==> src/design/sbct_pkg.sv <==
// Constants shared by the compare timer and its count source
package sbct_pkg;
	// =====================================================
	// Register offsets on the 8-bit CPU bus
	localparam logic [2:0] OFF_CONTROL     = 3'h0;
	localparam logic [2:0] OFF_STATUS      = 3'h1;
	localparam logic [2:0] OFF_COUNT_HI    = 3'h2;
	localparam logic [2:0] OFF_COUNT_LO    = 3'h3;
	localparam logic [2:0] OFF_COMPARE_HI  = 3'h4;
	localparam logic [2:0] OFF_COMPARE_LO  = 3'h5;
	localparam logic [2:0] OFF_IRQ_ENABLE  = 3'h6;
	localparam logic [2:0] OFF_IRQ_REQUEST = 3'h7;

	// =====================================================
	// timer_control fields
	localparam int CTL_HIGH_LEVEL_BIT = 7;
	localparam int CTL_UPPER_SEL_MSB  = 6;
	localparam int CTL_UPPER_SEL_LSB  = 4;
	localparam int CTL_LOW_LEVEL_BIT  = 3;
	localparam int CTL_LOWER_SEL_MSB  = 2;
	localparam int CTL_LOWER_SEL_LSB  = 0;
	localparam int CTL_SPLIT_BIT      = 6;

	// =====================================================
	// timer_control_status fields
	localparam int ST_HIGH_OVF_BIT  = 7;
	localparam int ST_HIGH_CMP_BIT  = 6;
	localparam int ST_HIGH_OVIE_BIT = 5;
	localparam int ST_HIGH_CCLR_BIT = 4;
	localparam int ST_LOW_OVF_BIT   = 3;
	localparam int ST_LOW_CMP_BIT   = 2;
	localparam int ST_LOW_OVIE_BIT  = 1;
	localparam int ST_LOW_CCLR_BIT  = 0;

	// Request and enable bits share positions
	localparam int IRQ_HIGH_BIT = 3;
	localparam int IRQ_LOW_BIT  = 2;

	// =====================================================
	// Reset values
	localparam logic [15:0] COUNT_RESET   = 16'h0000;
	localparam logic [15:0] COMPARE_RESET = 16'hFFFF;
	localparam logic [7:0]  BYTE_ZERO     = 8'h00;
	localparam logic [7:0]  BYTE_ALL_ONES = 8'hFF;

	// =====================================================
	// Clock select codes
	localparam logic [2:0] SEL_DIV32    = 3'h4;
	localparam logic [2:0] SEL_DIV16    = 3'h5;
	localparam logic [2:0] SEL_DIV4     = 3'h6;
	localparam logic [2:0] SEL_SUB_QTR  = 3'h7;
	localparam int         SEL_INT_BIT  = 2;
	localparam logic [1:0] SUB_QTR_LAST = 2'h3;
endpackage : sbct_pkg

==> src/design/sbct_tick_if.sv <==
// Clock-select and count-enable signals between timer core and count source
interface sbct_tick_if;
	logic [2:0] lower_sel;
	logic [2:0] upper_sel;
	logic       lower_tick;
	logic       upper_tick;

	modport src (input lower_sel, input upper_sel, output lower_tick, output upper_tick);
	modport dst (output lower_sel, output upper_sel, input lower_tick, input upper_tick);
endinterface : sbct_tick_if

==> src/design/sbct_count_source.sv <==
// Count source: prescaler, pin synchronisers and tick generation
module sbct_count_source #(
	parameter int PRESC_W = 5
) (
	input  wire logic core_clk_i,
	input  wire logic reset_n_i,
	input  wire logic event_input_pin_i,
	input  wire logic event_rising_edge_i,
	input  wire logic subclock_i,
	input  wire logic low_power_mode_i,
	sbct_tick_if.src  tick
);
	// =====================================================
	// Elaboration check
	if (PRESC_W < 5) begin : g_bad_presc
		$error("sbct_count_source: PRESC_W must be at least 5");
	end

	// =====================================================
	// Pin synchronisers, three stages, change taken when stages 2 and 3 agree
	logic [2:0] evt_sync_q;
	logic [2:0] sub_sync_q;
	logic       evt_lvl_q;
	logic       sub_lvl_q;
	logic [PRESC_W-1:0] presc_q;
	logic [1:0] sub_div_q;

	wire evt_lvl_d = (evt_sync_q[1] == evt_sync_q[2]) ? evt_sync_q[2] : evt_lvl_q;
	wire sub_lvl_d = (sub_sync_q[1] == sub_sync_q[2]) ? sub_sync_q[2] : sub_lvl_q;
	wire evt_edge  = (evt_lvl_d != evt_lvl_q) && (evt_lvl_d == event_rising_edge_i);
	wire sub_rise  = sub_lvl_d && !sub_lvl_q;
	// Resynchronised quarter subclock, up to one system period of jitter
	wire sub_qtr   = sub_rise && (sub_div_q == sbct_pkg::SUB_QTR_LAST);

	always_ff @(posedge core_clk_i or negedge reset_n_i) begin
		if (!reset_n_i) begin
			evt_sync_q <= '0;
			sub_sync_q <= '0;
			evt_lvl_q  <= 1'b0;
			sub_lvl_q  <= 1'b0;
			presc_q    <= '0;
			sub_div_q  <= '0;
		end else begin
			evt_sync_q <= {evt_sync_q[1:0], event_input_pin_i};
			sub_sync_q <= {sub_sync_q[1:0], subclock_i};
			evt_lvl_q  <= evt_lvl_d;
			sub_lvl_q  <= sub_lvl_d;
			presc_q    <= presc_q + 1'b1;
			sub_div_q  <= sub_rise ? sub_div_q + 1'b1 : sub_div_q;
		end
	end

	// =====================================================
	// Prescaler taps, one-cycle enables
	wire div32 = (presc_q[4:0] == 5'h1F);
	wire div16 = (presc_q[3:0] == 4'hF);
	wire div4  = (presc_q[1:0] == 2'h3);

	function automatic logic pick(input logic [2:0] sel, input logic alt, input logic lp);
		logic t;
		t = 1'b0;
		unique case (sel)
			sbct_pkg::SEL_DIV32:   t = div32;
			sbct_pkg::SEL_DIV16:   t = div16;
			sbct_pkg::SEL_DIV4:    t = div4;
			sbct_pkg::SEL_SUB_QTR: t = sub_qtr;
			default:               t = alt;
		endcase
		// Only the quarter subclock runs in the low-power modes
		if (lp && sel != sbct_pkg::SEL_SUB_QTR) begin
			t = 1'b0;
		end
		return t;
	endfunction : pick

	// Each source becomes a single-cycle enable in the system domain
	assign tick.lower_tick = pick(tick.lower_sel, evt_edge, low_power_mode_i);
	assign tick.upper_tick = pick(tick.upper_sel, 1'b0, low_power_mode_i);
endmodule : sbct_count_source

==> src/design/sbct_timer.sv <==
// Compare timer core: counter, compare, flags, byte staging and toggle pins

// Functional notes
// - High request on full/upper match or overflow
// - Writing one clears set high request
// - Low request on split lower match or on any lower-byte overflow, split or cascade; write-one clears
// - Enable bits gate each half's interrupt
// - Event pin edge can clock lower counter
// - Select 111 uses subclock divided by four
// - 16-bit accesses except compare reads pass byte staging register
// - Upper write staged, lower write commits both
// - Upper counter read latches lower into staging
// - Compare reads come straight from register
// - Full match toggles pin; control write wins
// - Compare-low write: coincident match uses the written value
// - Matches only on count enable; split upper half uses upper enable
// - Full match sets high flag; lower sets low
// - Overflow flags; counter-low write suppresses overflow, counter-high write for split upper
// - Quarter subclock resynchronised into system clock
// - Reset values: count 0, compare FFFF, controls 0
// - Upper select bit2 splits into two halves
// - Full match sets flag, optionally clears counter
// - Wrap sets overflow; request needs overflow enable
// - Low-power modes count only quarter subclock
module sbct_timer (
	input  wire logic       core_clk_i,
	input  wire logic       reset_n_i,
	input  wire logic [2:0] bus_addr_i,
	input  wire logic       bus_wr_i,
	input  wire logic       bus_rd_i,
	input  wire logic [7:0] bus_wdata_i,
	output logic      [7:0] bus_rdata_o,
	input  wire logic       event_input_pin_i,
	input  wire logic       event_rising_edge_i,
	input  wire logic       subclock_i,
	input  wire logic       low_power_mode_i,
	output logic            high_toggle_pin_o,
	output logic            low_toggle_pin_o,
	output logic            high_irq_o,
	output logic            low_irq_o
);
	// =====================================================
	// State
	logic [7:0]  ctrl_q;
	logic [7:0]  status_q;
	logic [15:0] count_q;
	logic [15:0] compare_q;
	logic [7:0]  stage_q;
	logic [3:0]  irq_en_q;
	logic [3:0]  irq_req_q;
	logic        pin_hi_q;
	logic        pin_lo_q;
	logic [7:0]  rdata_q;

	// =====================================================
	// Count source
	sbct_tick_if tick_bus ();

	assign tick_bus.lower_sel = ctrl_q[sbct_pkg::CTL_LOWER_SEL_MSB:sbct_pkg::CTL_LOWER_SEL_LSB];
	assign tick_bus.upper_sel = ctrl_q[sbct_pkg::CTL_UPPER_SEL_MSB:sbct_pkg::CTL_UPPER_SEL_LSB];

	sbct_count_source #(
		.PRESC_W (5)
	) u_source (
		.core_clk_i          (core_clk_i),
		.reset_n_i           (reset_n_i),
		.event_input_pin_i   (event_input_pin_i),
		.event_rising_edge_i (event_rising_edge_i),
		.subclock_i          (subclock_i),
		.low_power_mode_i    (low_power_mode_i),
		.tick                (tick_bus)
	);

	// =====================================================
	// Bus decode
	wire wr_ctrl  = bus_wr_i && (bus_addr_i == sbct_pkg::OFF_CONTROL);
	wire wr_stat  = bus_wr_i && (bus_addr_i == sbct_pkg::OFF_STATUS);
	wire wr_ch    = bus_wr_i && (bus_addr_i == sbct_pkg::OFF_COUNT_HI);
	wire wr_cl    = bus_wr_i && (bus_addr_i == sbct_pkg::OFF_COUNT_LO);
	wire wr_oh    = bus_wr_i && (bus_addr_i == sbct_pkg::OFF_COMPARE_HI);
	wire wr_ol    = bus_wr_i && (bus_addr_i == sbct_pkg::OFF_COMPARE_LO);
	wire wr_ien   = bus_wr_i && (bus_addr_i == sbct_pkg::OFF_IRQ_ENABLE);
	wire wr_ireq  = bus_wr_i && (bus_addr_i == sbct_pkg::OFF_IRQ_REQUEST);
	wire rd_ch    = bus_rd_i && !bus_wr_i && (bus_addr_i == sbct_pkg::OFF_COUNT_HI);

	wire       split   = ctrl_q[sbct_pkg::CTL_SPLIT_BIT];
	wire       cclr_h  = status_q[sbct_pkg::ST_HIGH_CCLR_BIT];
	wire       cclr_l  = status_q[sbct_pkg::ST_LOW_CCLR_BIT];
	wire       ovie_h  = status_q[sbct_pkg::ST_HIGH_OVIE_BIT];
	wire       ovie_l  = status_q[sbct_pkg::ST_LOW_OVIE_BIT];
	wire [7:0] cnt_hi  = count_q[15:8];
	wire [7:0] cnt_lo  = count_q[7:0];

	// =====================================================
	// Count enables
	wire tick_lo = tick_bus.lower_tick;
	// Cascaded upper half follows the lower count enable
	wire tick_hi = split ? tick_bus.upper_tick : tick_bus.lower_tick;

	// =====================================================
	// Compare against the value being written, so a coincident low write
	// drops the old match but still hits when the new value equals the count
	wire [15:0] cmp_wr_full = split ? {compare_q[15:8], bus_wdata_i} : {stage_q, bus_wdata_i};
	wire [15:0] cmp_eff     = wr_ol ? cmp_wr_full : compare_q;

	wire match_full = !split && tick_lo && (count_q == cmp_eff);
	wire match_lo   = tick_lo && (cnt_lo == cmp_eff[7:0]);
	wire match_up   = split && tick_hi && (cnt_hi == cmp_eff[15:8]);
	wire match_h    = match_full || match_up;
	wire match_l    = split && match_lo;

	wire clr_full = match_full && cclr_h;
	wire clr_up   = match_up && cclr_h;
	wire clr_lo8  = match_l && cclr_l;
	wire clr_lo   = clr_full || clr_lo8;

	wire lo_wrap   = tick_lo && (cnt_lo == sbct_pkg::BYTE_ALL_ONES);
	wire ovf_lo    = lo_wrap && !clr_lo && !wr_cl;
	wire ovf_full  = !split && lo_wrap && (cnt_hi == sbct_pkg::BYTE_ALL_ONES) && !clr_full && !wr_cl;
	wire ovf_up    = split && tick_hi && (cnt_hi == sbct_pkg::BYTE_ALL_ONES) && !clr_up && !wr_ch;
	wire ovf_h     = ovf_full || ovf_up;

	// =====================================================
	// Counter next value
	wire [7:0] lo_inc = cnt_lo + 8'h01;
	wire [7:0] hi_inc = cnt_hi + 8'h01;

	wire [7:0] lo_d = wr_cl  ? bus_wdata_i :
	                  clr_lo ? sbct_pkg::BYTE_ZERO :
	                  tick_lo ? lo_inc : cnt_lo;

	// In cascade the upper byte only takes data when the low write commits
	wire [7:0] hi_cas_d = wr_cl    ? stage_q :
	                      clr_full ? sbct_pkg::BYTE_ZERO :
	                      lo_wrap  ? hi_inc : cnt_hi;
	wire [7:0] hi_spl_d = wr_ch    ? bus_wdata_i :
	                      clr_up   ? sbct_pkg::BYTE_ZERO :
	                      tick_hi  ? hi_inc : cnt_hi;
	wire [15:0] count_d = {split ? hi_spl_d : hi_cas_d, lo_d};

	// =====================================================
	// Compare next value
	wire [7:0] cmp_hi_d = (split && wr_oh) ? bus_wdata_i :
	                      (!split && wr_ol) ? stage_q : compare_q[15:8];
	wire [7:0] cmp_lo_d = wr_ol ? bus_wdata_i : compare_q[7:0];
	wire [15:0] compare_d = {cmp_hi_d, cmp_lo_d};

	// =====================================================
	// Staging register: upper writes park here, upper counter reads
	// capture the lower byte so the pair reads coherently
	wire [7:0] stage_d = (!split && (wr_ch || wr_oh)) ? bus_wdata_i :
	                     (!split && rd_ch) ? cnt_lo : stage_q;

	// =====================================================
	// Status: flags set by hardware, cleared by writing zero; set wins
	wire [7:0] stat_wmask = wr_stat ? ~bus_wdata_i : sbct_pkg::BYTE_ZERO;
	wire [7:0] flag_set;
	assign flag_set[sbct_pkg::ST_HIGH_OVF_BIT]  = ovf_h;
	assign flag_set[sbct_pkg::ST_HIGH_CMP_BIT]  = match_h;
	assign flag_set[sbct_pkg::ST_LOW_OVF_BIT]   = ovf_lo;
	assign flag_set[sbct_pkg::ST_LOW_CMP_BIT]   = match_lo;
	assign flag_set[sbct_pkg::ST_HIGH_OVIE_BIT] = 1'b0;
	assign flag_set[sbct_pkg::ST_HIGH_CCLR_BIT] = 1'b0;
	assign flag_set[sbct_pkg::ST_LOW_OVIE_BIT]  = 1'b0;
	assign flag_set[sbct_pkg::ST_LOW_CCLR_BIT]  = 1'b0;

	localparam logic [7:0] FLAG_MASK = 8'hCC;
	wire [7:0] flags_d = flag_set | (status_q & ~stat_wmask);
	wire [7:0] status_d = wr_stat ? ((flags_d & FLAG_MASK) | (bus_wdata_i & ~FLAG_MASK))
	                              : ((flags_d & FLAG_MASK) | (status_q & ~FLAG_MASK));

	// =====================================================
	// Interrupt requests: set wins over a write-one clear
	wire req_set_h = match_h || (ovf_h && ovie_h);
	wire req_set_l = match_l || (ovf_lo && ovie_l);
	wire [3:0] req_clr = wr_ireq ? bus_wdata_i[3:0] : 4'h0;
	wire [3:0] req_set = {req_set_h, req_set_l, 2'b00};
	wire [3:0] irq_req_d = req_set | (irq_req_q & ~req_clr);
	wire [3:0] irq_en_d  = wr_ien ? bus_wdata_i[3:0] : irq_en_q;

	// =====================================================
	// Toggle pins; a control write in the match cycle takes precedence
	wire pin_hi_d = wr_ctrl ? bus_wdata_i[sbct_pkg::CTL_HIGH_LEVEL_BIT] :
	                match_h ? !pin_hi_q : pin_hi_q;
	// Low pin does not toggle in cascade; only a control write loads it
	wire pin_lo_d = wr_ctrl ? bus_wdata_i[sbct_pkg::CTL_LOW_LEVEL_BIT] :
	                match_l ? !pin_lo_q : pin_lo_q;

	// =====================================================
	// Read mux; control register is write-only and reads zero
	logic [7:0] rd_mux;
	always_comb begin
		rd_mux = sbct_pkg::BYTE_ZERO;
		unique case (bus_addr_i)
			sbct_pkg::OFF_CONTROL:     rd_mux = sbct_pkg::BYTE_ZERO;
			sbct_pkg::OFF_STATUS:      rd_mux = status_q;
			sbct_pkg::OFF_COUNT_HI:    rd_mux = cnt_hi;
			sbct_pkg::OFF_COUNT_LO:    rd_mux = split ? cnt_lo : stage_q;
			sbct_pkg::OFF_COMPARE_HI:  rd_mux = compare_q[15:8];
			sbct_pkg::OFF_COMPARE_LO:  rd_mux = compare_q[7:0];
			sbct_pkg::OFF_IRQ_ENABLE:  rd_mux = {4'h0, irq_en_q};
			sbct_pkg::OFF_IRQ_REQUEST: rd_mux = {4'h0, irq_req_q};
		endcase
	end
	wire [7:0] rdata_d = (bus_rd_i && !bus_wr_i) ? rd_mux : rdata_q;

	// =====================================================
	// Registers
	always_ff @(posedge core_clk_i or negedge reset_n_i) begin
		if (!reset_n_i) begin
			ctrl_q    <= sbct_pkg::BYTE_ZERO;
			status_q  <= sbct_pkg::BYTE_ZERO;
			count_q   <= sbct_pkg::COUNT_RESET;
			compare_q <= sbct_pkg::COMPARE_RESET;
			stage_q   <= sbct_pkg::BYTE_ZERO;
			irq_en_q  <= 4'h0;
			irq_req_q <= 4'h0;
			pin_hi_q  <= 1'b0;
			pin_lo_q  <= 1'b0;
			rdata_q   <= sbct_pkg::BYTE_ZERO;
		end else begin
			ctrl_q    <= wr_ctrl ? bus_wdata_i : ctrl_q;
			status_q  <= status_d;
			count_q   <= count_d;
			compare_q <= compare_d;
			stage_q   <= stage_d;
			irq_en_q  <= irq_en_d;
			irq_req_q <= irq_req_d;
			pin_hi_q  <= pin_hi_d;
			pin_lo_q  <= pin_lo_d;
			rdata_q   <= rdata_d;
		end
	end

	// =====================================================
	// Outputs
	assign bus_rdata_o       = rdata_q;
	assign high_toggle_pin_o = pin_hi_q;
	assign low_toggle_pin_o  = pin_lo_q;
	assign high_irq_o = irq_req_q[sbct_pkg::IRQ_HIGH_BIT] & irq_en_q[sbct_pkg::IRQ_HIGH_BIT];
	assign low_irq_o  = irq_req_q[sbct_pkg::IRQ_LOW_BIT] & irq_en_q[sbct_pkg::IRQ_LOW_BIT];
endmodule : sbct_timer

==> config.mk <==
export PLATFORM = sky130hd
export DESIGN_NAME = sbct_timer
export DESIGN_NICKNAME = d
export VERILOG_FILES = /design/src/design/sbct_pkg.sv /design/src/design/sbct_tick_if.sv /design/src/design/sbct_count_source.sv /design/src/design/sbct_timer.sv
export SDC_FILE = /design/constraint.sdc
export NUM_CORES = 1
export LEC_CHECK = 0
export BUFFER_PORTS_ARGS = -buffer_cell sky130_fd_sc_hd__buf_4
export CAP_MARGIN = 25
export CORE_MARGIN = 8
export CORE_UTILIZATION = 63
export CTS_BUF_LIST = sky130_fd_sc_hd__clkbuf_8
export DETAILED_ROUTE_END_ITERATION = 6
export PLACE_DENSITY = 0.82
export SLEW_MARGIN = 20
export SYNTH_ARGS = -nofsm -noshare
export SYNTH_HDL_FRONTEND = slang
export SYNTH_SLANG_ARGS = --single-unit
==> constraint.sdc <==
create_clock -name core_clk_i -period 4 [get_ports core_clk_i]
set_clock_uncertainty 0.05 [all_clocks]
set_input_delay 0.8 -clock core_clk_i [delete_from_list [all_inputs] [get_ports core_clk_i]]
set_output_delay 0.8 -clock core_clk_i [all_outputs]
set_load 0.005 [all_outputs]
Word level (Yosys, flattened, before mapping):

Index checks and enable logic that the tools add are counted.

* word-level logic and storage cells: 160
* register bits after elaboration: 88
* bits of input ports: 19

* multiplexer cells: 32
* equality and inequality tests: 31
* reductions and logical operators: 64
* $add $sub $neg: 4
* bitwise gates (word level): 11

Operators with widths (count)
* 8-bit 2-to-1 mux: 17
* 8-bit case mux with 8 select lines: 1
* 1-bit logical AND: 40
* 3-bit == test (second input constant): 12
* 16-bit 2-to-1 mux: 2
* 8-bit by 1-bit adder with 8-bit output (second input constant): 2
* 16-bit == test: 1
* 8-bit == test: 2
* 8-bit == test (second input constant): 2
* 8-bit inverter: 2
* 8-bit by 6-bit bitwise OR with 8-bit output: 2
* 1-bit logical NOT: 10
* 1-bit 2-to-1 mux: 9
* 8-bit bitwise AND: 1
* 8-bit bitwise OR: 1
* 1-bit case mux with 4 select lines: 2
* 2-bit nonzero test: 4
* 3-bit by 2-bit == test with 1-bit output (second input constant): 2
* 1-bit logical OR: 6
* 3-bit != test (second input constant): 2
* 5-bit by 1-bit adder with 5-bit output (second input constant): 1
* 5-bit == test (second input constant): 1
* 4-bit bitwise AND: 1
* 2-bit == test (second input constant): 2
* other kinds (14): 17

Longest topological paths before layout:

Gate-level depths: netlist (run 1).

* depth in word-level cells: 17
* depth in mapped cells: 12
* mapped depth without buffers: 11

Modules after synthesis:

A second synthesis (run 1) with hierarchy kept.

* cell total of the unflattened synthesis: 593
* area total of the unflattened synthesis: 5285.1 um2

By module, submodules not included
* sbct_timer: seq. area each 1821.7 um2, area each 4675.7 um2, cells each 547, instances 1
* sbct_count_source: seq. area each 375.4 um2, area each 609.3 um2, cells each 46, instances 1

Worst setup path after synthesis (run 1):

No wires, ideal clock.

* path kind: input to register
* from: input bus_addr_i[0]
* to: register count_q[11]
* stages: 9
* required time: 3.825 ns
* arrival: 2.801 ns
* buffers on the path: 2
* setup slack: 1.024 ns
* path through: buf_4 and4b_1 buf_6 mux2_4 xor2_1 nor3_4 nand3_4 a221o_1 mux2_2

* cells in the longest elaborated chain, start to end: 9
* elaborated cells between the ends (all ways): 21
* classes of those cells: 6 x eq/ne; 6 x mux; 9 x reduce/logical

Ends and longest elaborated chain
* start: declaration: line sbct_timer.sv:28 `input wire logic [2:0] bus_addr_i,`
* 3-bit == test: line sbct_timer.sv:81 `wire wr_ol = bus_wr_i && (bus_addr_i == sbct_pkg::OFF_COMPARE_LO);`
* 1-bit logical AND: line sbct_timer.sv:81
* 16-bit 2-to-1 mux: line sbct_timer.sv:104 `wire [15:0] cmp_eff = wr_ol ? cmp_wr_full : compare_q;`
* 16-bit == test or 8-bit == test (tied branches): line sbct_timer.sv:106, sbct_timer.sv:108
* 1-bit logical AND (on tied branches): line sbct_timer.sv:106, sbct_timer.sv:108
* 1-bit logical AND (on tied branches): line sbct_timer.sv:112, sbct_timer.sv:113
* 8-bit 2-to-1 mux (on tied branches): line sbct_timer.sv:134, sbct_timer.sv:137
* 8-bit 2-to-1 mux (on tied branches): line sbct_timer.sv:133, sbct_timer.sv:136
* 8-bit 2-to-1 mux: line sbct_timer.sv:139 `wire [15:0] count_d = {split ? hi_spl_d : hi_cas_d, lo_d};`
* end signal: assignment: line sbct_timer.sv:213 `count_q <= sbct_pkg::COUNT_RESET;`
* end signal: assignment: line sbct_timer.sv:224 `count_q <= count_d;`
* end: declaration: line sbct_timer.sv:46 `logic [15:0] count_q;`

Parallel ways exist; a longest one is shown, timed or not.
A chain may end at the register's enable or synchronous reset.

Worst setup path after layout (run 1):

* from: register u_source.presc_q[0]
* to: register count_q[14]

* cells in the longest elaborated chain, start to end: 10
* elaborated cells between the ends (all ways): 23
* classes of those cells: 4 x eq/ne; 10 x mux; 9 x reduce/logical

Ends and longest elaborated chain
* start: declaration: line sbct_count_source.sv:25 `logic [PRESC_W-1:0] presc_q;`
* start signal: assignment: line sbct_count_source.sv:48 `presc_q <= presc_q + 1'b1;`
* 5-bit == test, or another cell as far along: line sbct_count_source.sv:55 `wire div32 = (presc_q[4:0] == 5'h1F);`
* 1-bit case mux with 4 select lines: line sbct_count_source.sv:62 `unique case (sel)`
* 1-bit 2-to-1 mux: line sbct_count_source.sv:70 `if (lp && sel != sbct_pkg::SEL_SUB_QTR) begin`
* 1-bit 2-to-1 mux: line sbct_timer.sv:98 `wire tick_hi = split ? tick_bus.upper_tick : tick_bus.lower_tick;`
* 1-bit logical AND (2 in series): line sbct_timer.sv:108 `wire match_up = split && tick_hi && (cnt_hi == cmp_eff[15:8]);`
* 1-bit logical AND: line sbct_timer.sv:113 `wire clr_up = match_up && cclr_h;`
* 8-bit 2-to-1 mux: line sbct_timer.sv:137 `clr_up ? sbct_pkg::BYTE_ZERO :`
* 8-bit 2-to-1 mux: line sbct_timer.sv:136 `wire [7:0] hi_spl_d = wr_ch ? bus_wdata_i :`
* 8-bit 2-to-1 mux: line sbct_timer.sv:139

Parallel ways exist; a longest one is shown, timed or not.

==> results of run 1 <==
[per-layer routing]
layer / share of wire (%) / GRT usage, % / routed length [µm]
met1: 39 / 33.84 / 5816
met5: 0 / 0 / 0
met3: 9.8 / 4.559 / 1480
met4: 3.5 / 11.76 / 525
met2: 48 / 43.56 / 7240
[stage by stage]
stage / util (%) / cells / hold slack (ps) / area (µm²) / setup WS, ps
after floorplan: - / 571 / 281.2 / 5216 / 1024
after global placement: 67.37 / 676 / 292.2 / 5480 / 612.2
after detailed placement: 67.37 / 676 / 288.0 / 5480 / 550.4
after CTS: 69.80 / 692 / 314.2 / 5678 / 786.0
after global routing: 70.14 / 693 / 249.9 / 5705 / 561.7
final: 70.14 / 693 / 237.3 / 5705 / 740.9
[sequential cells by signal, indices dropped and copies added, names as in the netlist]
register	cells
u_source.presc_q	5
compare_q	16
u_source.sub_sync_q	3
stage_q	8
bus_rdata_o	8
low_toggle_pin_o	1
ctrl_q	6
u_source.sub_div_q	2
status_q	8
count_q	16
u_source.evt_sync_q	3
high_toggle_pin_o	1
u_source.evt_lvl_q	1
irq_en_q	4
irq_req_q	4
u_source.sub_lvl_q	1
[worst paths after layout]
path                                         from                endpoint  cells after the start
max                           u_source.presc_q[0]             count_q[14]                     11
max in group asynchronous               reset_n_i            compare_q[7]                      2
min in group core_clk_i    u_source.sub_sync_q[0]  u_source.sub_sync_q[1]                      0
min reg2reg                u_source.sub_sync_q[0]  u_source.sub_sync_q[1]                      0
min                                     reset_n_i             count_q[14]                      1
max reg2reg                   u_source.presc_q[0]             count_q[14]                     11
[Yosys cell counts (all sizes together) (4+ instances only)]
master / number
or2: 5
nand3: 29
nor4: 6
and2: 5
nor2b: 12
nor3: 14
buf: 9
a21oi: 35
inv: 11
a22oi: 15
ha: 5
a211oi: 6
dfrtp: 71
o211ai: 6
o21ai: 31
dfstp: 16
nor2: 43
clkbuf: 32
mux2: 22
a221oi: 4
mux2i: 17
and3: 6
xor2: 24
xnor2: 12
a21o: 4
a31oi: 4
nand2: 81
[power by group through the flow]
stage                     sequential [W]  combinational, W  clock, W
after floorplan                  0.00129          0.000830         0
after global placement           0.00150          0.000945         0
after detailed placement         0.00150          0.000977         0
after CTS                        0.00149          0.000987  0.000615
after global routing             0.00152           0.00110  0.000654
final                            0.00151          0.000999  0.000618
[cells by family (layout without fill, tap and decap cells)]
logic type	after synthesis	in the layout
buffers and inverters	53	70
adders and majority gates	7	7
AOI/OAI and AO/OA	127	127
xor gates and xnor gates	36	36
muxes	42	42
DFF	87	87
and+or+nand+nor	219	219
[final cells by class]
class,instances,share of cell area [%]
Multi-Input combinational cell,431,49.06
Sequential cell,87,38.51
Timing Repair Buffer,42,5.877
Tap cell,105,2.303
Clock buffer,9,2.171
Clock inverter,7,1.294
Inverter,12,0.7895
==> flow_metrics.tcl, run 1 <==
set metrics [dict create \
    status "complete, no violations" \
    multi_input_area_um2 2799 \
    die_h_um 107.0 \
    antennaDiodeCount 0 \
    drc 0 \
    cts_tree "done" \
    drt-initial-drc-count 361 \
    postSynth.asyncResetShare_pct 100.0 \
    ctsLongestPathBuffers 2 \
    grt_pass1_vias 4482 \
    vias 4607 \
    final-max-slew-violation-count 0 \
    syn_avg_cell_area_um2 9.135 \
    first_pass_iters 7 \
    arrival_ps 3480 \
    wire_per_inst_um 21.73 \
    final_cell_mix "81 x nand2_1, 71 x dfrtp_1, 43 x nor2_1" \
    cp-end-kind "register" \
    place_hpwl_mm 10.81 \
    hp-class "in -> async" \
    clock-sinks 87 \
    internal-power_w 0.001854 \
    synth_flop_cell "dfrtp_1" \
    ant_nets 0 \
    synth_cells 571 \
    seqPwrFrac_pct 48.2 \
    io_pins 31 \
    synth-xor-area-share_pct 6.045 \
    fin_crit_sh_pct 81.48 \
    gp_congestion 0.9571 \
    viasPerCell 6.648 \
    r2r_slack_ps 740 \
    routed_wl_mm 15.06 \
    rows 33 \
    syn2layout_area_growth_pct 9.379 \
    ys_seq_area_share_pct 42.12 \
    power.switching_w 0.001268 \
    grt_pass1_wl_mm 23.81 \
    track_usage_pct 26.59 \
    ir_drop_mv 0.4076 \
    synth_top_family_by_area "simple AND/OR/NAND/NOR gates" \
    hold_violations 0 \
    drive_gt1_share_pct 19.22 \
    p_per_area_nw_per_um2 547.2 \
    ys_ff_latch 87 \
    clk-insertion-delay-late_ps 370 \
    slowest_delay_ps 450 \
    fin_crit_ps 3259 \
    syn_area_um2 5216 \
    finalNetCount 607 \
    synth_nets 595 \
    synth-warning-count 0 \
    synth.area.mux_share_pct 9.379 \
    cp_common_cell "ha_1" \
    synth-edff-count 0 \
    yosysTopAreaCellShare_pct 34.06 \
    finalSetupViolations 0 \
    core_um2 8134 \
    start_util_pct 64.13 \
    fin_setup_tns_ps 0 \
    slowest_stage "o32a_1" \
    power.total_w 0.003122 \
    drv_cap 0 \
    path_class "reg -> reg" \
    cts_resized 0 \
    pwr-share-comb_pct 32.0 \
    dieArea_um2 11450 \
    p_sw_share_pct 40.61 \
    cts_buffers 9 \
    clk_pin_slew_worst_paths_ps 100 \
    post_synth_fa_ha_maj_area_fraction_pct 1.583 \
    p_leak_nw 2.499 \
    ff_latch_area_um2 2197 \
    yosys.area_share.simple_pct 20.70 \
    die_w_um 107.0 \
    yosysTopAreaCell "dfrtp_1" \
    antenna_found_initial 0 \
    ctsHtreeMaxLevel 3 \
    port_buffers 30 \
    fmax_mhz 306.8 \
    synth-compound-area-share_pct 15.95 \
    rsz0062_at_grt "no" \
    cts_hold_buf 0 \
    synth_cell_types 67 \
    cp_max_fo 10 \
    fillers 648 \
    crit_family "compound AO/OA/AOI/OAI gates" \
    worstPathRequired_ps 4220 \
    final_common_cell "nand2_1" \
    clkPwrFrac_pct 19.8 \
    grt_max_degree 75 \
    tightest_slew_ps 745.3 \
    slew-limit-headroom_pct 50.22 \
    crit_buf_inv 1 \
    root_buffer "clkbuf_8" \
    synthTopCellsByArea "dfrtp_1 34%, dfstp_2 8.1%, nand2_1 5.8%" \
    cts_setup_buffers 0 \
    path_cells "ha_1 -> nand3_1 -> inv_1 -> ha_1 -> mux2i_1 -> o221a_1 -> o32a_1 -> nor3_4 -> a21oi_1 -> or2_1 -> o221ai_1" \
    startpoint_type "register" \
    grt_overflow 0 \
]
No activity file was read; power rests on OpenSTA's default activity.
==> inputs of run 2 (changes only) <==
- CORE_UTILIZATION: 63 -> 57
- PLACE_DENSITY: 0.82 -> 0.78
- clock period: 4 -> 2.7 ns (I/O delays scaled with it)
==> flow_metrics.tcl, run 2 (same netlist as run 1, synthesis figures left out) <==
set metrics [dict create \
    startpoint_type "register" \
    drv_cap 0 \
    first_pass_iters 5 \
    vias 4826 \
    routed_wl_mm 16.44 \
    place_ws_ps -91.57 \
    place_area_um2 5886 \
    gp_congestion 0.9659 \
    clock-sinks 87 \
    power.total_w 0.004928 \
    cp_max_fo 5 \
    io_pins 31 \
    p_leak_nw 2.807 \
    arrival_ps 2860 \
    port_buffers 30 \
    grt_pass1_wl_mm 25.77 \
    slowest_delay_ps 380 \
    cts_tree "done" \
    p_per_area_nw_per_um2 786.1 \
    ant_nets 0 \
    rows 35 \
    ctsLongestPathBuffers 2 \
    drt-initial-drc-count 502 \
    antennaDiodeCount 0 \
    viasPerCell 6.384 \
    fin_crit_sh_pct 97.97 \
    hp-class "in -> async" \
    start_util_pct 57.54 \
    grt_max_degree 45 \
    final_common_cell "buf_4" \
    fin_crit_ps 2645 \
    path_class "reg -> reg" \
    clk_pin_slew_worst_paths_ps 90 \
    drc 0 \
    ir_drop_mv 0.4822 \
    rsz0062_at_grt "yes" \
    path_cells "ha_2 -> nand3_2 -> inv_2 -> ha_4 -> mux2i_1 -> o221a_1 -> o32a_4 -> nor3_4 -> buf_6 -> nand3_4 -> a221o_1 -> mux2_4" \
    whs_ps 96.98 \
    stdcell_area_um2 6269 \
    core_um2 9065 \
    grt_pass1_vias 4819 \
    antenna_found_initial 0 \
    hold_violations 0 \
    wire_per_inst_um 21.74 \
    tightest_slew_ps 860.7 \
    final_cell_mix "94 x buf_4, 81 x nand2_1, 71 x dfrtp_1" \
    grt_overflow 0 \
    final-max-slew-violation-count 0 \
    clk-insertion-delay-late_ps 380 \
    cts_buffers 9 \
    status "complete, no violations" \
    slowest_stage "dfrtp_1" \
    fillers 680 \
    root_buffer "clkbuf_8" \
    die_w_um 111.7 \
    place_hpwl_mm 11.64 \
    fmax_mhz 378.0 \
    cp-end-kind "register" \
    reg_top3 "compare_q (16), count_q (16)" \
    slew-limit-headroom_pct 42.18 \
    finalNetCount 664 \
    syn2layout_area_growth_pct 20.17 \
    worstPathRequired_ps 2920 \
    dieArea_um2 12470 \
    die_h_um 111.7 \
    fin_ws_ps 54.75 \
    ctsHtreeMaxLevel 3 \
    postLayoutCoreUtil_pct 69.15 \
    finalSetupViolations 0 \
    track_usage_pct 26.60 \
    drive_gt1_share_pct 28.53 \
]
run 2: path summary, 6_finish.rpt:
kind                                         from                     end  slack, ps  cells after the start
min reg2reg                u_source.sub_sync_q[0]  u_source.sub_sync_q[1]        310                      0
max in group asynchronous               reset_n_i            compare_q[1]       1790                      2
max                           u_source.presc_q[1]             count_q[11]         50                     12
min in group core_clk_i         event_input_pin_i  u_source.evt_sync_q[0]        210                      1
max reg2reg                   u_source.presc_q[1]             count_q[11]         50                     12
min                                     reset_n_i             count_q[12]        100                      1
run 2: power by group:
| group | internal (W) | switching (W) | total [W] |
|---|---|---|---|
| registers | 0.00168 | 0.000447 | 0.00213 |
| logic | 0.000869 | 0.000947 | 0.00182 |
| clock network | 0.000466 | 0.000516 | 0.000982 |
run 2: worst max-delay path: cells and delay by family, from the launching register on:
family / cells / cell delay, ps
muxes: 2 / 330
buffers and inverters: 2 / 240
DFF: 1 / 380
AOI/OAI and AO/OA: 3 / 910
and+or+nand+nor: 3 / 310
adders and majority gates: 2 / 330
run 2: area by class of cell:
| type | count | area (µm²) | area share, % |
|---|---|---|---|
| timing repair buffer | 99 | 770.7 | 12.30 |
| tap | 111 | 138.9 | 2.216 |
| multi-input combinational | 431 | 2905 | 46.35 |
| sequential | 87 | 2197 | 35.05 |
| clock buffer | 10 | 137.6 | 2.196 |
| clock inverter | 6 | 73.82 | 1.178 |
| inverter | 12 | 45.04 | 0.7186 |
run 2: repair_timing:
item                                    CTS  global route
buffers inserted                          4             4
endpoints found under the setup margin   20            22
resized for setup                        16            10
hold buffers                              0             0
pin swaps                                 6             5
run 2: layer usage:
layer,share of wire (%),track usage [%]
met1,39,32.10
met5,0,0
met2,46,41.52
met4,6.2,16.96
met3,8.8,6.981
run 2: through the flow:
step | instances | setup TNS (ps)
after detailed placement | 733 | -690.9
after global placement | 733 | 0
after CTS | 752 | -10.18
final | 756 | 0
after floorplan | 571 | 0
after global routing | 756 | -126.6
==> inputs of run 3 (changes only) <==
- CTS_BUF_LIST: sky130_fd_sc_hd__clkbuf_8 -> sky130_fd_sc_hd__clkbuf_2 sky130_fd_sc_hd__clkbuf_4 sky130_fd_sc_hd__clkbuf_8
- REMOVE_ABC_BUFFERS: default -> 1
- SETUP_SLACK_MARGIN: default -> 0.15
==> flow_metrics.tcl, run 3 (same netlist as run 1, synthesis figures left out) <==
set metrics [dict create \
    finalSetupViolations 1 \
    fin_ws_ps -13.28 \
    r2r_slack_ps -10 \
    die_h_um 111.7 \
    crit_path_end "count_q[11]" \
    reg_top3 "compare_q (16), count_q (16)" \
    viasPerCell 6.328 \
    cts_tree "done" \
    place_hpwl_mm 12.28 \
    crit_buf_inv 2 \
    wire_per_inst_um 22.01 \
    crit_start "u_source.presc_q[1]" \
    fillers 711 \
    grt_pass1_wl_mm 26.25 \
    stdcell_area_um2 6436 \
    io_pins 31 \
    power.switching_w 0.002012 \
    pwr-share-comb_pct 38.5 \
    port_buffers 30 \
    fin_setup_tns_ps -13.28 \
    seqPwrFrac_pct 41.8 \
    clk-insertion-delay-late_ps 380 \
    path_depth 12 \
    track_usage_pct 27.37 \
    ant_nets 0 \
    r2r-end "count_q[11]" \
    drv_cap 0 \
    hold_violations 0 \
    grt_max_degree 57 \
    fin_crit_ps 2713 \
    core_um2 9065 \
    clkPwrFrac_pct 19.7 \
    cts_buffers 9 \
    die_w_um 111.7 \
    tightest_slew_ps 556.3 \
    routed-wl-met2_mm 7.878 \
    hp-class "in -> async" \
    violations "setup timing" \
    start_util_pct 57.54 \
    fin_cells 768 \
    rows 35 \
    path_class "reg -> reg" \
    internal-power_w 0.003045 \
    gp_congestion 1.021 \
    grt_overflow 0 \
    rsz0062_at_grt "yes" \
    cp-end-kind "register" \
    place_area_um2 6006 \
    wl_met3_mm 1.572 \
    vias 4860 \
    fin_crit_sh_pct 100.5 \
    final_common_cell "buf_4" \
    syn2layout_area_growth_pct 23.39 \
    routed_wl_mm 16.90 \
    ir_drop_mv 0.5390 \
    crit_family "compound AO/OA/AOI/OAI gates" \
    ctsHtreeMaxLevel 3 \
    clock-sinks 87 \
    slew-limit-headroom_pct 62.63 \
    drc 0 \
    antennaDiodeCount 0 \
    path_cells "ha_2 -> nand3_2 -> inv_2 -> ha_4 -> mux2i_2 -> o221a_1 -> o32a_1 -> nor3_4 -> buf_12 -> nand3_4 -> a221o_1 -> mux2_4" \
    slowest_delay_ps 380 \
    first_pass_iters 5 \
    p_per_area_nw_per_um2 785.6 \
    clk_pin_slew_worst_paths_ps 100 \
    postLayoutCoreUtil_pct 71.00 \
    status "finished, violations left" \
    final_cell_mix "104 x buf_4, 81 x nand2_1, 71 x dfrtp_1" \
    drt-initial-drc-count 496 \
    root_buffer "clkbuf_8" \
    finalNetCount 676 \
    fmax_mhz 368.6 \
    dp_cells 746 \
    final-max-slew-violation-count 0 \
    worstPathRequired_ps 2920 \
    wl_met1_mm 6.728 \
    antenna_found_initial 0 \
    drive_gt1_share_pct 31.20 \
    slowest_stage "o32a_1" \
    ctsLongestPathBuffers 2 \
    cp_max_fo 4 \
    grt_pass1_vias 4836 \
    arrival_ps 2940 \
    startpoint_type "register" \
    power.total_w 0.005057 \
    dieArea_um2 12470 \
    p_leak_nw 2.867 \
    r2r-start "u_source.presc_q[1]" \
    maxUsedRoutingLayer "met4" \
    reg2reg_depth 12 \
    p_sw_share_pct 39.78 \
]
## run 3: changes by cell type in the layout (fill, tap and decap cells not counted), moves of 3 or more
cell,change
buf_4,+10
buf_12,+3
o21ai_0,-3
o21ai_1,+3
## run 3: how the worst min path moves through the flow
| stage | end | from | slack [ps] | cells past startpoint |
|---|---|---|---|---|
| finish | count_q[15] | reset_n_i | 40 | 1 |
| CTS | count_q[15] | reset_n_i | 50 | 1 |
| detailed placement | u_source.sub_sync_q[1] | u_source.sub_sync_q[0] | 290 | 0 |
| global placement | u_source.evt_sync_q[1] | u_source.evt_sync_q[0] | 290 | 0 |
| floorplan | bus_rdata_o[0] | reset_n_i | 190 | 0 |
| global route | count_q[15] | reset_n_i | 70 | 1 |
## run 3: metrics by stage
step / hold slack (ps) / setup slack (ps)
CTS: 52.46 / 63.61
global route: 72.79 / -128.7
global placement: 289.9 / -81.26
finish: 37.49 / -13.28
floorplan: 194.4 / -193.5
detailed placement: 287.8 / -169.9
## run 3: routing by layer
layer / vias to the layer above / global-route usage [%]
li1: 2184 / -
met1: 2347 / 34.32
met4: 0 / 14.04
met2: 267 / 43.86
met3: 62 / 5.574
met5: - / 0
## run 3: area by class of cell
class / count / area [µm²] / area share, %
Clock buffer: 9 / 123.9 / 1.925
Timing Repair Buffer: 111 / 894.6 / 13.90
Sequential cell: 87 / 2197 / 34.14
Multi-Input combinational cell: 431 / 2947 / 45.78
Tap cell: 111 / 138.9 / 2.158
Inverter: 12 / 45.04 / 0.6998
Clock inverter: 7 / 90.09 / 1.400
## run 3: power groups by stage
stage,Clock [W],Sequential [W],Combinational (W)
CTS,0.00101,0.00210,0.00187
floorplan,0,0.00202,0.00106
global route,0.00106,0.00214,0.00210
detailed placement,0,0.00212,0.00182
global placement,0,0.00211,0.00178
finish,0.000994,0.00212,0.00195
## run 3: repair_timing
item,in CTS,in global routing
gates resized for setup,23,14
hold buffers,0,0
setup buffers,4,2
pin swaps,11,9
setup endpoints to repair,22,23
